`src/logic/psl_params.svh`:
```
`ifndef PSL_PARAMS_SVH
`define PSL_PARAMS_SVH

// Register byte offsets on the AHB-Lite port, decoded on haddr[7:0].
`define PSL_ADDR_LSB_W    8
`define PSL_OFF_STRAP     8'h00
`define PSL_OFF_CFG       8'h04
`define PSL_OFF_MODE      8'h08
`define PSL_OFF_PRESET    8'h0c

// Read word padding widths.
`define PSL_STRAP_PAD_W   12
`define PSL_CFG_PAD_W     20
`define PSL_MODE_PAD_W    16
`define PSL_PRESET_PAD_W  16
`define PSL_FLAG_PAD_W    1

// Reset values.
`define PSL_CFG_RST       12'h000
`define PSL_STRAP_RST     20'h00000
`define PSL_COUNT_RST     8'h00
`define PSL_PRESET_RST    16'h0000
`define PSL_FLAGS_RST     7'h00
`define PSL_RDATA_RST     32'h00000000
`define PSL_SYNC_RST      1'b0

// Register preset words selected by the jack preset strap.
`define PSL_PRESET_NORMAL 16'h0000
`define PSL_PRESET_JACK   16'h0001

// Device mode codes and group codes on mode[4:3].
`define PSL_MODE_NAND     5'h04
`define PSL_MODE_DEV_PD   5'h07
`define PSL_MODE_SWPD_ON  5'h08
`define PSL_MODE_SWPD_OFF 5'h09
`define PSL_GRP_TEST      2'h0
`define PSL_GRP_FORCED    2'h1

// AHB transfer type bit that marks NONSEQ or SEQ.
`define PSL_HTRANS_ACT    1

`endif

```
`src/logic/psl_pkg.sv`:
```
package psl_pkg;

  typedef struct packed {
    logic       jack_preset_strap;
    logic       refclk_out_enable;
    logic       rgmii_sel;
    logic [4:0] mode;
    logic       indicator_style_strap;
    logic [4:0] indicator_strap;
    logic       broadcast_addr_strap;
    logic [4:0] mgmt_addr_strap;
  } psl_strap_t;

  typedef struct packed {
    logic       indicator_individual;
    logic [4:0] indicator_polarity;
    logic       broadcast_en;
    logic [4:0] mgmt_addr;
  } psl_cfg_t;

  typedef struct packed {
    logic autoneg_mode;
    logic forced_mode;
    logic test_mode;
    logic swpd_pll_off;
    logic swpd_pll_on;
    logic dev_power_down;
    logic nand_tree;
  } psl_mode_flags_t;

  typedef enum logic {
    PSL_WAIT,
    PSL_RUN
  } psl_state_t;

endpackage

```
`src/logic/psl_sync2.sv`:
```
`timescale 1ns/1ps
`include "psl_params.svh"

module psl_sync2 #(
  parameter int W = 1
) (
  // Clock and reset.
  input  wire logic         core_clk_in,
  input  wire logic         rst_n_in,
  // Asynchronous levels in, synchronised levels out.
  input  wire logic [W-1:0] async_in,
  output logic      [W-1:0] sync_out
);

  logic [W-1:0] meta_r;

  always_ff @(posedge core_clk_in) begin
    if (!rst_n_in) begin
      meta_r   <= {W{`PSL_SYNC_RST}};
      sync_out <= {W{`PSL_SYNC_RST}};
    end else begin
      meta_r   <= async_in;
      sync_out <= meta_r;
    end
  end

endmodule // psl_sync2

```
`src/logic/psl_mode_dec.sv`:
```
`timescale 1ns/1ps
`include "psl_params.svh"

module psl_mode_dec (
  // Captured device mode field.
  input  wire logic [4:0]              mode_in,
  // Decoded mode flags.
  output psl_pkg::psl_mode_flags_t     flags_out
);

  import psl_pkg::*;

  wire [1:0] group_w = mode_in[4:3];

  assign flags_out.nand_tree      = (mode_in == `PSL_MODE_NAND);
  assign flags_out.dev_power_down = (mode_in == `PSL_MODE_DEV_PD);
  assign flags_out.swpd_pll_on    = (mode_in == `PSL_MODE_SWPD_ON);
  assign flags_out.swpd_pll_off   = (mode_in == `PSL_MODE_SWPD_OFF);
  assign flags_out.test_mode      = (group_w == `PSL_GRP_TEST);
  assign flags_out.forced_mode    = (group_w == `PSL_GRP_FORCED)
                                    && !flags_out.swpd_pll_on
                                    && !flags_out.swpd_pll_off;
  assign flags_out.autoneg_mode   = mode_in[4];

endmodule // psl_mode_dec

```
`src/logic/psl_strap_latch.sv`:
```
`timescale 1ns/1ps
`include "psl_params.svh"

module psl_strap_latch (
  // Clock and synchronous reset.
  input  wire logic                      core_clk_in,
  input  wire logic                      rst_n_in,
  // Chip reset pin and strap pins.
  input  wire logic                      chip_rst_n_in,
  input  wire psl_pkg::psl_strap_t       strap_pins_in,
  // AHB-Lite slave.
  input  wire logic                      hsel_in,
  input  wire logic [31:0]               haddr_in,
  input  wire logic [1:0]                htrans_in,
  input  wire logic                      hwrite_in,
  input  wire logic [2:0]                hsize_in,
  input  wire logic [31:0]               hwdata_in,
  input  wire logic                      hready_in,
  output logic                           hreadyout_out,
  output logic                           hresp_out,
  output logic [31:0]                    hrdata_out,
  // Configuration outputs.
  output psl_pkg::psl_strap_t            strap_out,
  output psl_pkg::psl_cfg_t              cfg_out,
  output psl_pkg::psl_mode_flags_t       mode_flags_out,
  output logic [15:0]                    preset_word_out,
  output logic                           rgmii_sel_out,
  output logic                           refclk_out_enable_out,
  output logic                           cfg_valid_out
);

  import psl_pkg::*;

  psl_strap_t      strap_sync;
  logic            chip_run_sync;
  psl_state_t      st_r;
  psl_state_t      st_nxt;
  logic [7:0]      cap_count_r;
  psl_mode_flags_t dec_flags;

  // Pins pass two flip-flops in the same pipeline, so strap and reset line up.
  psl_sync2 #(.W($bits(psl_strap_t))) u_strap_sync (
    .core_clk_in (core_clk_in),
    .rst_n_in    (rst_n_in),
    .async_in    (strap_pins_in),
    .sync_out    (strap_sync)
  );

  psl_sync2 #(.W(1)) u_rst_sync (
    .core_clk_in (core_clk_in),
    .rst_n_in    (rst_n_in),
    .async_in    (chip_rst_n_in),
    .sync_out    (chip_run_sync)
  );

  // Capture happens once per release, on the first cycle the chip reset is seen released.
  wire capture_w = (st_r == PSL_WAIT) && chip_run_sync;

  always_comb begin
    unique case (st_r)
      PSL_WAIT: st_nxt = chip_run_sync ? PSL_RUN : PSL_WAIT;
      PSL_RUN:  st_nxt = chip_run_sync ? PSL_RUN : PSL_WAIT;
    endcase
  end

  // Working configuration loaded from the straps.
  psl_cfg_t cap_cfg_w;
  assign cap_cfg_w.mgmt_addr            = strap_sync.mgmt_addr_strap;
  assign cap_cfg_w.broadcast_en         = ~strap_sync.broadcast_addr_strap;
  assign cap_cfg_w.indicator_polarity   = ~strap_sync.indicator_strap;
  assign cap_cfg_w.indicator_individual = strap_sync.indicator_style_strap;

  wire [15:0] cap_preset_w = strap_sync.jack_preset_strap ? `PSL_PRESET_JACK
                                                          : `PSL_PRESET_NORMAL;

  psl_mode_dec u_mode_dec (
    .mode_in   (strap_out.mode),
    .flags_out (dec_flags)
  );

  // AHB-Lite address phase decode.
  wire                      bus_sel_w = hsel_in && hready_in
                                        && htrans_in[`PSL_HTRANS_ACT];
  wire [`PSL_ADDR_LSB_W-1:0] addr_w   = haddr_in[`PSL_ADDR_LSB_W-1:0];
  wire                      rd_sel_w  = bus_sel_w && !hwrite_in;
  wire                      wr_sel_w  = bus_sel_w && hwrite_in;
  wire                      hit_strap = (addr_w == `PSL_OFF_STRAP);
  wire                      hit_cfg   = (addr_w == `PSL_OFF_CFG);
  wire                      hit_mode  = (addr_w == `PSL_OFF_MODE);
  wire                      hit_pre   = (addr_w == `PSL_OFF_PRESET);

  logic wr_cfg_pend_r;

  // Software writes to the configuration land in the data phase.
  psl_cfg_t wr_cfg_w;
  assign wr_cfg_w = hwdata_in[$bits(psl_cfg_t)-1:0];
  wire      wr_cfg_do_w = wr_cfg_pend_r && !capture_w;

  psl_cfg_t cfg_view_w;
  assign cfg_view_w = wr_cfg_pend_r ? wr_cfg_w : cfg_out;

  wire [31:0] rd_strap_w = {{`PSL_STRAP_PAD_W{1'b0}}, strap_out};
  wire [31:0] rd_cfg_w   = {{`PSL_CFG_PAD_W{1'b0}}, cfg_view_w};
  wire [31:0] rd_mode_w  = {{`PSL_MODE_PAD_W{1'b0}}, cap_count_r,
                            {`PSL_FLAG_PAD_W{1'b0}}, mode_flags_out};
  wire [31:0] rd_pre_w   = {{`PSL_PRESET_PAD_W{1'b0}}, preset_word_out};
  wire [31:0] rd_word_w  = hit_strap ? rd_strap_w :
                           hit_cfg   ? rd_cfg_w   :
                           hit_mode  ? rd_mode_w  :
                           hit_pre   ? rd_pre_w   : `PSL_RDATA_RST;

  always_ff @(posedge core_clk_in) begin
    if (!rst_n_in) begin
      st_r <= PSL_WAIT;
    end else begin
      st_r <= st_nxt;
    end
  end

  // Captured straps change only at a capture.
  always_ff @(posedge core_clk_in) begin
    if (!rst_n_in) begin
      strap_out             <= `PSL_STRAP_RST;
      preset_word_out       <= `PSL_PRESET_RST;
      rgmii_sel_out         <= 1'b0;
      refclk_out_enable_out <= 1'b0;
      cap_count_r           <= `PSL_COUNT_RST;
    end else if (capture_w) begin
      strap_out             <= strap_sync;
      preset_word_out       <= cap_preset_w;
      rgmii_sel_out         <= strap_sync.rgmii_sel;
      refclk_out_enable_out <= strap_sync.refclk_out_enable;
      cap_count_r           <= cap_count_r + 8'h01;
    end
  end

  // Capture wins over a software write landing in the same cycle.
  always_ff @(posedge core_clk_in) begin
    if (!rst_n_in) begin
      cfg_out <= `PSL_CFG_RST;
    end else if (capture_w) begin
      cfg_out <= cap_cfg_w;
    end else if (wr_cfg_do_w) begin
      cfg_out <= wr_cfg_w;
    end
  end

  always_ff @(posedge core_clk_in) begin
    if (!rst_n_in) begin
      mode_flags_out <= `PSL_FLAGS_RST;
      cfg_valid_out  <= 1'b0;
    end else begin
      mode_flags_out <= dec_flags;
      cfg_valid_out  <= (st_r == PSL_RUN) && chip_run_sync;
    end
  end

  always_ff @(posedge core_clk_in) begin
    if (!rst_n_in) begin
      wr_cfg_pend_r <= 1'b0;
      hrdata_out    <= `PSL_RDATA_RST;
      hreadyout_out <= 1'b0;
      hresp_out     <= 1'b0;
    end else begin
      wr_cfg_pend_r <= wr_sel_w && hit_cfg;
      hrdata_out    <= rd_sel_w ? rd_word_w : `PSL_RDATA_RST;
      hreadyout_out <= 1'b1;
      hresp_out     <= 1'b0;
    end
  end
endmodule // psl_strap_latch

```
`config.mk`:
```
export PLATFORM = sky130hd
export DESIGN_NAME = psl_strap_latch
export DESIGN_NICKNAME = d
export VERILOG_FILES = /design/src/logic/psl_pkg.sv /design/src/logic/psl_sync2.sv /design/src/logic/psl_mode_dec.sv /design/src/logic/psl_strap_latch.sv
export VERILOG_INCLUDE_DIRS = /design/src /design/src/logic
export SDC_FILE = /design/constraint.sdc
export NUM_CORES = 1
export LEC_CHECK = 0
export ABC_AREA = 1
export BUFFER_PORTS_ARGS = -buffer_cell sky130_fd_sc_hd__buf_4
export CORE_ASPECT_RATIO = 1.25
export CORE_MARGIN = 3
export CORE_UTILIZATION = 51
export DETAILED_ROUTE_END_ITERATION = 7
export GPL_TIMING_DRIVEN = 0
export HOLD_SLACK_MARGIN = 0.05
export PLACE_DENSITY_LB_ADDON = 0.05
export SLEW_MARGIN = 20
export SYNTH_ARGS = -nofsm -noshare
export SYNTH_HDL_FRONTEND = slang
export SYNTH_SLANG_ARGS = --single-unit
```
`constraint.sdc`:
```
create_clock -name core_clk_in -period 1.6 [get_ports core_clk_in]
set_input_delay 0.16 -clock core_clk_in [delete_from_list [all_inputs] [get_ports core_clk_in]]
set_output_delay 0.16 -clock core_clk_in [all_outputs]
set_load 0.02 [all_outputs]
```
==> summary by stage, run 1 <==
Clocking
The clock latency on the worst-skew pair is 520 ps. The clock passes through at most 2 buffers. CTS placed an instance of sky130_fd_sc_hd__clkbuf_8 at the clock tree root. The CTS clock-pin slew for the worst setup and hold paths is roughly 50 ps. The H-tree depth reported by CTS is 4. The number of clock sinks is roughly 110. Once the clock tree was built, the setup fixing pass inserted 0 buffers. Counting the buffers created by CTS gives 17. The TritonCTS clock tree is built.

Synthesis
The post-synthesis average cell area is a little under 8 sq um. In the post-synthesis netlist, the biggest area contributors are sky130_fd_sc_hd__dfxtp_1, sky130_fd_sc_hd__nand2_1, sky130_fd_sc_hd__inv_1. After synthesis, the largest family of logic cells by area is simple AND/OR/NAND/NOR gates.

The post-synthesis sequential element count is about 110. The mux cell area share after synthesis is 0%. In this run the biggest area consumer among cell types represents a little over half of the synthesized area. The summed instance area of the synthesized netlist is ~0.0043 sq mm. The count of cell types in the netlist is 25. For this run, the number of Yosys warnings is 0.

Counting every instance in the synthesized netlist gives 556. The largest total area in the synthesized netlist belongs to sky130_fd_sc_hd__dfxtp_1. The arithmetic-cell share of the synthesized area counting full adders, half adders and majority gates is 0.2897%. The fraction of the mapped netlist area in compound gates is between 10% and 20%. The sequential share of the synthesized area is around 52%.

The share of the synthesized netlist area taken by xor and xnor gates is 0%. Summing the areas of all and, or, nand and nor instances in the mapped netlist gives 20.65% of the synthesized area.

Global routing
Across every metal layer, demand over resource in global routing totals 24.15%. The initial antenna violation count is 0. Entering global routing, the biggest net connects 17 pins. After global routing the overflow that remains totals 0. The first global-routing pass estimated roughly 17000 microns of wire. The number of global-route vias before repair was 3743.

Worst setup path
The kind of capture point of the worst setup path is a flip-flop. The worst setup slack for register-to-register paths is 280 ps. The type of element launching the critical path is an input pin. Data on the critical path arrives at its endpoint at 1970 ps. The critical path ends at wr_cfg_pend_r$_SDFF_PN0_. The worst register-to-register path begins at st_r$_SDFF_PN0_. The length in cells of the worst reg-to-reg path is 5. The worst setup path startpoint is haddr_in[3].

The endpoint identified for the worst register-to-register timing path is strap_out[19]$_SDFFE_PN0P_. The critical path is of the in2reg type. Of all nets on the critical path, the largest fanout is 8. For the worst setup path, the data required time is ~2000 ps.

Power and ir drop
For this design the static power due to leakage is around 3.1 nW. The proportion of power drawn by flip-flops and latches is 42.2%. The part of the power in the clock network is 49.2%. Summed over all nets, the switching power comes to ~1.6 mW.

The proportion of power drawn by combinational gates is roughly 8.6%. The net switching fraction of the power is 22.41%. Cell internal power was estimated by the tool at 5.414 mW.

Power comes to about 7.0 mW. The power per unit of standard cell area is between 1000 and 1500 mW/mm^2. The worst supply voltage drop on vdd is a little over 0.8 mV.

Layout
The finished cells cover about 0.0062 sq mm. The repair_antennas step left the layout with diodes totalling 0. At the end of the flow the core is filled with cells to 77.04%. The proportion of layout cells with a drive suffix above 1 is 26.30%. The area growth from synthesis to layout is 43.02%.

Excluding fillers, the count of instances in the completed layout stands at between 800 and 900. In the final design database the tool counted 834 nets.

Timing
The number of failing hold endpoints at the final stage came to 0. On the final layout, the worst hold slack is 59.23 ps. The post-route clock period utilization is a little over nine tenths.

Setup repair after global routing left no endpoint under its margin. For the finished layout, the period the worst path requires is 1506 ps. The number of max-slew violations in the final report is 0.

The post-layout worst setup margin is 93.56 ps. Based on the critical path, the design can be clocked at up to about 0.66 GHz. The setup skew after layout is between 9 and 10 ps.

Setup violations remaining at the end of the flow were counted as 0. Setup total negative slack on the finished layout was measured at 0 ps.

Placement
Detailed placement ended at an HPWL of slightly below 8000 microns. The minimum setup slack after placement is about 310 ps. Summing all placed instances gives a cell area of between 0.005 and 0.006 sq mm. Including well taps, the total number of placed cells is roughly 800. The routability congestion estimate from global placement is approximately 0.89. In this run the tool buffered the top-level ports with 110 buffer cells.

Drt
The detail route stage leaves a number of antenna-violating nets equal to 0. The first TritonRoute pass finished after 4 iterations. The routed layout has a little under 4k vias. After detailed routing, the number of vias per cell comes to around 4.7. The final layout contains routed wiring with a total length of roughly 11000 microns. The count of unresolved DRC violations after routing is 0.

The number of violations reported at the end of detailed-routing iteration 0 is between 200 and 250. The average wire per standard cell is about 13 microns.

Min path
The path type of the worst min-delay path is in2reg. The worst hold path passes through 5 cells.

Floorplanning
The top-level I/O count is between 150 and 200. In this run the horizontal extent of the chip is a little under 90 microns. The placeable core area is about 0.008 sq mm. The area enclosed by the die boundary is between 0.009 and 0.01 sq mm. In this run the core area contains 36 standard-cell rows. The initial cell density of the core is around 54%. The floorplan die height is 108.9 microns.

Status
The run finished with clean final reports.

Run
The number of max-cap violations is 0.
critical path: stages:
cell                            delay [ps]
sky130_fd_sc_hd__dlygate4sd3_1         540
sky130_fd_sc_hd__buf_4                 160
sky130_fd_sc_hd__nor2_2                330
sky130_fd_sc_hd__nand2_2               100
sky130_fd_sc_hd__nor3_1                120
sky130_fd_sc_hd__dlygate4sd3_1         560
power by group through the flow:
stage / clock, mW / combinational (mW) / sequential [mW]
after floorplan: 0 / 0.296 / 3.03
after global placement: 0 / 0.533 / 3.00
after detailed placement: 0 / 0.542 / 3.00
after CTS: 3.46 / 0.593 / 2.95
after global routing: 3.58 / 0.658 / 2.95
final: 3.43 / 0.600 / 2.95
layout make-up:
| cell class | count | area (sq um) |
|---|---|---|
| Fill cell | 609 | 1841 |
| Sequential cell | 113 | 2262 |
| Inverter | 97 | 364.1 |
| Multi-Input combinational cell | 321 | 1453 |
| Buffer | 52 | 346.6 |
| Tap cell | 95 | 118.9 |
| Clock buffer | 25 | 494.2 |
| Timing Repair Buffer | 136 | 1086 |
| Clock inverter | 5 | 52.55 |
flip-flops by register name, indices dropped and copies added, names as in the netlist:
| signal | cells |
|---|---|
| cfg_out | 12 |
| u_rst_sync.sync_out | 1 |
| u_rst_sync.meta_r | 1 |
| mode_flags_out | 7 |
| u_strap_sync.meta_r | 20 |
| refclk_out_enable_out | 1 |
| wr_cfg_pend_r | 1 |
| st_r | 1 |
| rgmii_sel_out | 1 |
| hrdata_out | 20 |
| u_strap_sync.sync_out | 20 |
| hreadyout_out | 1 |
| cfg_valid_out | 1 |
| strap_out | 18 |
| cap_count_r | 8 |
per-layer routing:
metal	part of all wire [%]	up-vias	track usage [%]
met5	0	-	0
met4	2.3	0	12.20
met3	6.9	23	7.559
met2	51	143	42.62
met1	39	1749	25.44
li1	-	2019	-
cells in the final DEF (no fill, tap or decap), drive strengths merged:
master	n
o22ai	4
clkbuf	30
ha	1
a21oi	42
nand3	29
o21ai	24
nand3b	2
inv	97
dlygate4sd3	26
nor2	49
nand4	1
buf	157
bufinv	1
a211oi	5
clkinv	3
nand2	125
conb	28
clkinvlp	1
nor3	5
o211ai	6
dfxtp	113
cell families after synthesis:
group,count (synthesis)
buffers and inverters,149
AND/OR/NAND/NOR,211
other,1
AO/OA/AOI/OAI,81
flip-flops,113
adder cells (fa/ha/maj),1
cell usage after synthesis:
master / instances
sky130_fd_sc_hd__nand2_1: 121
sky130_fd_sc_hd__dfxtp_1: 113
sky130_fd_sc_hd__inv_1: 94
sky130_fd_sc_hd__nor2_1: 44
sky130_fd_sc_hd__a21oi_1: 42
sky130_fd_sc_hd__buf_4: 35
sky130_fd_sc_hd__nand3_1: 28
sky130_fd_sc_hd__o21ai_0: 24
sky130_fd_sc_hd__buf_2: 10
sky130_fd_sc_hd__o211ai_1: 6
sky130_fd_sc_hd__a211oi_1: 5
sky130_fd_sc_hd__clkbuf_1: 5
sky130_fd_sc_hd__nor3_1: 5
sky130_fd_sc_hd__nand2_2: 4
sky130_fd_sc_hd__nor2_2: 4
sky130_fd_sc_hd__o22ai_1: 4
sky130_fd_sc_hd__inv_2: 3
sky130_fd_sc_hd__nand3b_1: 2
sky130_fd_sc_hd__buf_1: 1
sky130_fd_sc_hd__buf_6: 1
sky130_fd_sc_hd__conb_1: 1
sky130_fd_sc_hd__ha_1: 1
sky130_fd_sc_hd__nand3_2: 1
sky130_fd_sc_hd__nand4_4: 1
sky130_fd_sc_hd__nor2_4: 1
timing repair:
action | 4_1_cts | 5_1_grt
hold endpoints to repair | 29 | 0
hold buffers | 26 | 0
setup endpoints to repair | 0 | 1
gates resized for setup | 0 | 1
worst min path at each step:
stage / start / to
finish: hwdata_in[6] / cfg_out[6]$_SDFFE_PN0P_
global route: hwdata_in[9] / cfg_out[9]$_SDFFE_PN0P_
CTS: hwdata_in[6] / cfg_out[6]$_SDFFE_PN0P_
detailed placement: rst_n_in / hreadyout_out$_DFF_P_
global placement: rst_n_in / hreadyout_out$_DFF_P_
floorplan: rst_n_in / hreadyout_out$_DFF_P_
No activity file was read; power rests on OpenSTA's default activity.
==> run 2: changes to the inputs <==
--- a/config.mk
+++ b/config.mk
@@ -7,11 +7,11 @@
 export NUM_CORES = 1
 export LEC_CHECK = 0
 export ABC_AREA = 1
-export BUFFER_PORTS_ARGS = -buffer_cell sky130_fd_sc_hd__buf_4
 export CORE_ASPECT_RATIO = 1.25
 export CORE_MARGIN = 3
-export CORE_UTILIZATION = 51
+export CORE_UTILIZATION = 60
 export DETAILED_ROUTE_END_ITERATION = 7
+export DONT_BUFFER_PORTS = 1
 export GPL_TIMING_DRIVEN = 0
 export HOLD_SLACK_MARGIN = 0.05
 export PLACE_DENSITY_LB_ADDON = 0.05
==> run 2 against run 1 <==
Compared with the run above:
- utilization rose by 4.2 points
- via count fell by 7.5%
- global-route usage rose by 2.7 points
- fmax rose by 3.7%
- sequential power rose by 1%
- setup slack improved by 53 ps
- critical path type unchanged
==> summary by stage, run 2 (synthesis results as in run 1) <==
Worst setup path
By instance count, the cell type seen most on the critical path is sky130_fd_sc_hd__dlygate4sd3_1. The startpoint-to-endpoint class of the critical path is in2reg. The required time of the worst setup path is 2050 ps. The critical path goes through dlygate4sd3_1 -> nor2_2 -> nand2_2 -> nor3_1 -> dlygate4sd3_1.

STA classifies the critical path endpoint as a flip-flop. The slowest stage of the critical path is the sky130_fd_sc_hd__dlygate4sd3_1 cell. STA classifies the critical path startpoint as an input pin.

The count of cell instances traversed by the critical path is 5. The length in cells of the worst reg-to-reg path is 7. For the worst setup path, the data arrival time is approximately 1900 ps. In this design, the stage delay of the slowest critical-path cell is approximately 610 ps. Together, buffers and inverters on the worst path number 2.

The kind of cell with the highest combined delay along the critical path is buffers and inverters. Of all nets on the critical path, the largest fanout is 8.

Placement
The post-detailed-placement cell area is 0.004529 sq mm. The routability congestion estimate from global placement is 0.9123. The final HPWL from detailed placement is about 7300 microns. The count of buffers added on input and output ports is 0.

Clocking
The H-tree depth reported by CTS is 4. The TritonCTS clock tree is built. The clock latency on the worst-skew pair is ~510 ps. The clock net in this run drives a total of around 110 sinks.

The total CTS buffers is 17. The CTS clock-pin slew for the worst setup and hold paths is about 60 ps. No sink is reached through more buffers than the 2 on the longest clock path. The post-CTS resize count is 0.

The master cell of the clock root buffer is sky130_fd_sc_hd__clkbuf_8.

Floorplanning
The number of standard-cell rows in the floorplan is 33. The core region is between 0.006 and 0.007 sq mm. In this run the horizontal extent of the chip is approximately 82 microns. The die is between 100 and 150 microns tall.

The floorplan step defined a die boundary enclosing roughly 0.0083 sq mm. The initial cell density of the core is approximately 64%. The top-level I/O count is between 150 and 200.

Layout
The most common library cell in the layout ignoring fill and taps is sky130_fd_sc_hd__nand2_1. The area growth from synthesis to layout is 27.32%. Of the cells placed in the final design, the portion with a size suffix greater than 1 is roughly 14%. In the final design database the tool counted 738 nets.

The post-route standard cell area excluding fillers is 0.005499 sq mm. Fill cells in the final layout number ~460. The repair_antennas step left the layout with diodes totalling 0. In the layout the commonest cells are sky130_fd_sc_hd__nand2_1, sky130_fd_sc_hd__dfxtp_1, sky130_fd_sc_hd__inv_1.

The largest registers in the layout are hrdata_out: 20 flops, u_strap_sync.meta_r: 20 flops, u_strap_sync.sync_out: 20 flops.

Drt
In the routed design, unresolved DRC markers number 0. Summed over all layers, the routed wires come to 10530 microns. In this run, the number of DRC markers left after iteration 0 of detailed routing was 249. The detail route stage leaves a number of antenna-violating nets equal to 0.

Dividing the detail-routed wire length by the instance count gives roughly 14 microns. After detailed routing, the number of vias per cell comes to 4.902. Summing over every cut layer, the via total after detailed routing is roughly 3.6k.

The number of detailed-routing iterations run before antenna repair is 5.

Timing
Dividing the final minimum period by the clock period gives between 90% and 100%. The maximum clock frequency is between 0.6 and 0.7 GHz. The final worst hold slack is 62.62 ps.

The measured slew at the worst slew-check pin is 552.0 ps. The post-route setup TNS is 0 ps. Setup repair after global routing left no endpoint under its margin.

The number of max-slew violations in the final report is 0. The shortest period the worst path allows is approximately 1500 ps. The setup-violating endpoint count in the final report is 0. The headroom to the max-slew limit is 63.20%.

Clock skew on the completed layout was measured at 6.192 ps. The number of failing hold endpoints at the final stage is 0.

Global routing
The total track usage is 26.81%. The number of global-route vias before repair is ~3.5k. The overflow left after global routing is 0. The first global-routing pass estimated about 17000 microns of wire. The initial antenna violation count was 0. Entering global routing, the biggest net connects 17 pins.

Power and ir drop
The worst supply voltage drop on vdd is 1.013 mV. Dividing total power by cell area gives a power density of 1266 mW/mm^2. The overall power of the completed layout is a little under 7 mW. The analysis attributes to cell leakage a power of 2.600 nW.

Min path
The path type of the worst min-delay path is in2reg. Counting instances, the worst hold path has a depth of 4.

Status
The flow ran to the end, and the final reports show no timing, DRC or antenna violations.

Run
The number of max-cap violations is 0.
-- run 2: cell types whose count changed in the layout (fill, tap and decap cells not counted), sizes merged --
cell         previous run  this run
clkbuf                 30        23
clkinvlp                1         7
dlygate4sd3            26        40
clkinv                  3         5
buf                   157        47
bufinv                  1         2
-- run 2: worst paths after layout --
path,from,to,slack [ps]
setup / recovery,haddr_in[3],wr_cfg_pend_r$_SDFF_PN0_,150
hold / removal,htrans_in[1],hrdata_out[18]$_SDFF_PN0_,60
hold reg to reg,u_strap_sync.meta_r[9]$_SDFF_PN0_,u_strap_sync.sync_out[9]$_SDFF_PN0_,410
setup reg to reg,wr_cfg_pend_r$_SDFF_PN0_,hrdata_out[11]$_SDFF_PN0_,270
-- run 2: repair_timing --
action | in CTS | in global routing
endpoints found under the hold margin | 55 | 0
hold buffers | 40 | 0
buffers inserted | 0 | 0
-- run 2: cell type report --
| class | count | area [sq um] | area share (%) |
|---|---|---|---|
| clock inverter | 14 | 141.4 | 2.571 |
| buffer | 52 | 346.6 | 6.303 |
| tap | 87 | 108.9 | 1.980 |
| timing repair buffer | 40 | 400.4 | 7.281 |
| inverter | 97 | 364.1 | 6.621 |
| multi-input combinational | 321 | 1448 | 26.33 |
| clock buffer | 18 | 427.9 | 7.782 |
| sequential | 113 | 2262 | 41.14 |
-- run 2: power breakdown --
part           switching [mW]  internal, mW  total (mW)  leakage, nW
clock                    1.29          2.24        3.52        0.261
sequential             0.0867          2.90        2.99        0.923
combinational           0.264         0.183       0.447         1.42
-- run 2: stage by stage --
| stage | utilization, % | std cells | worst slack [ps] |
|---|---|---|---|
| final | 81.21 | 742 | 146.8 |
| after global routing | 81.21 | 742 | 83.64 |
| after CTS | 81.21 | 742 | 185.3 |
| after detailed placement | 66.89 | 670 | 343.1 |
| after global placement | 66.89 | 670 | 342.3 |
| after floorplan | - | 583 | 572.9 |
-- run 2: tightest hold or removal path, cell delays in order --
cell	delay, ps
sky130_fd_sc_hd__nand4_4	80
sky130_fd_sc_hd__nor2_2	40
sky130_fd_sc_hd__nand2_2	180
sky130_fd_sc_hd__nor2_1	50
-- run 2: metal layers --
layer,global-route usage [%],wire (microns),vias to the layer above
li1,-,-,1823
met1,30.21,3993,1609
met2,44.43,5176,180
met3,9.392,1039,25
met4,13.04,318,0
met5,0,0,-
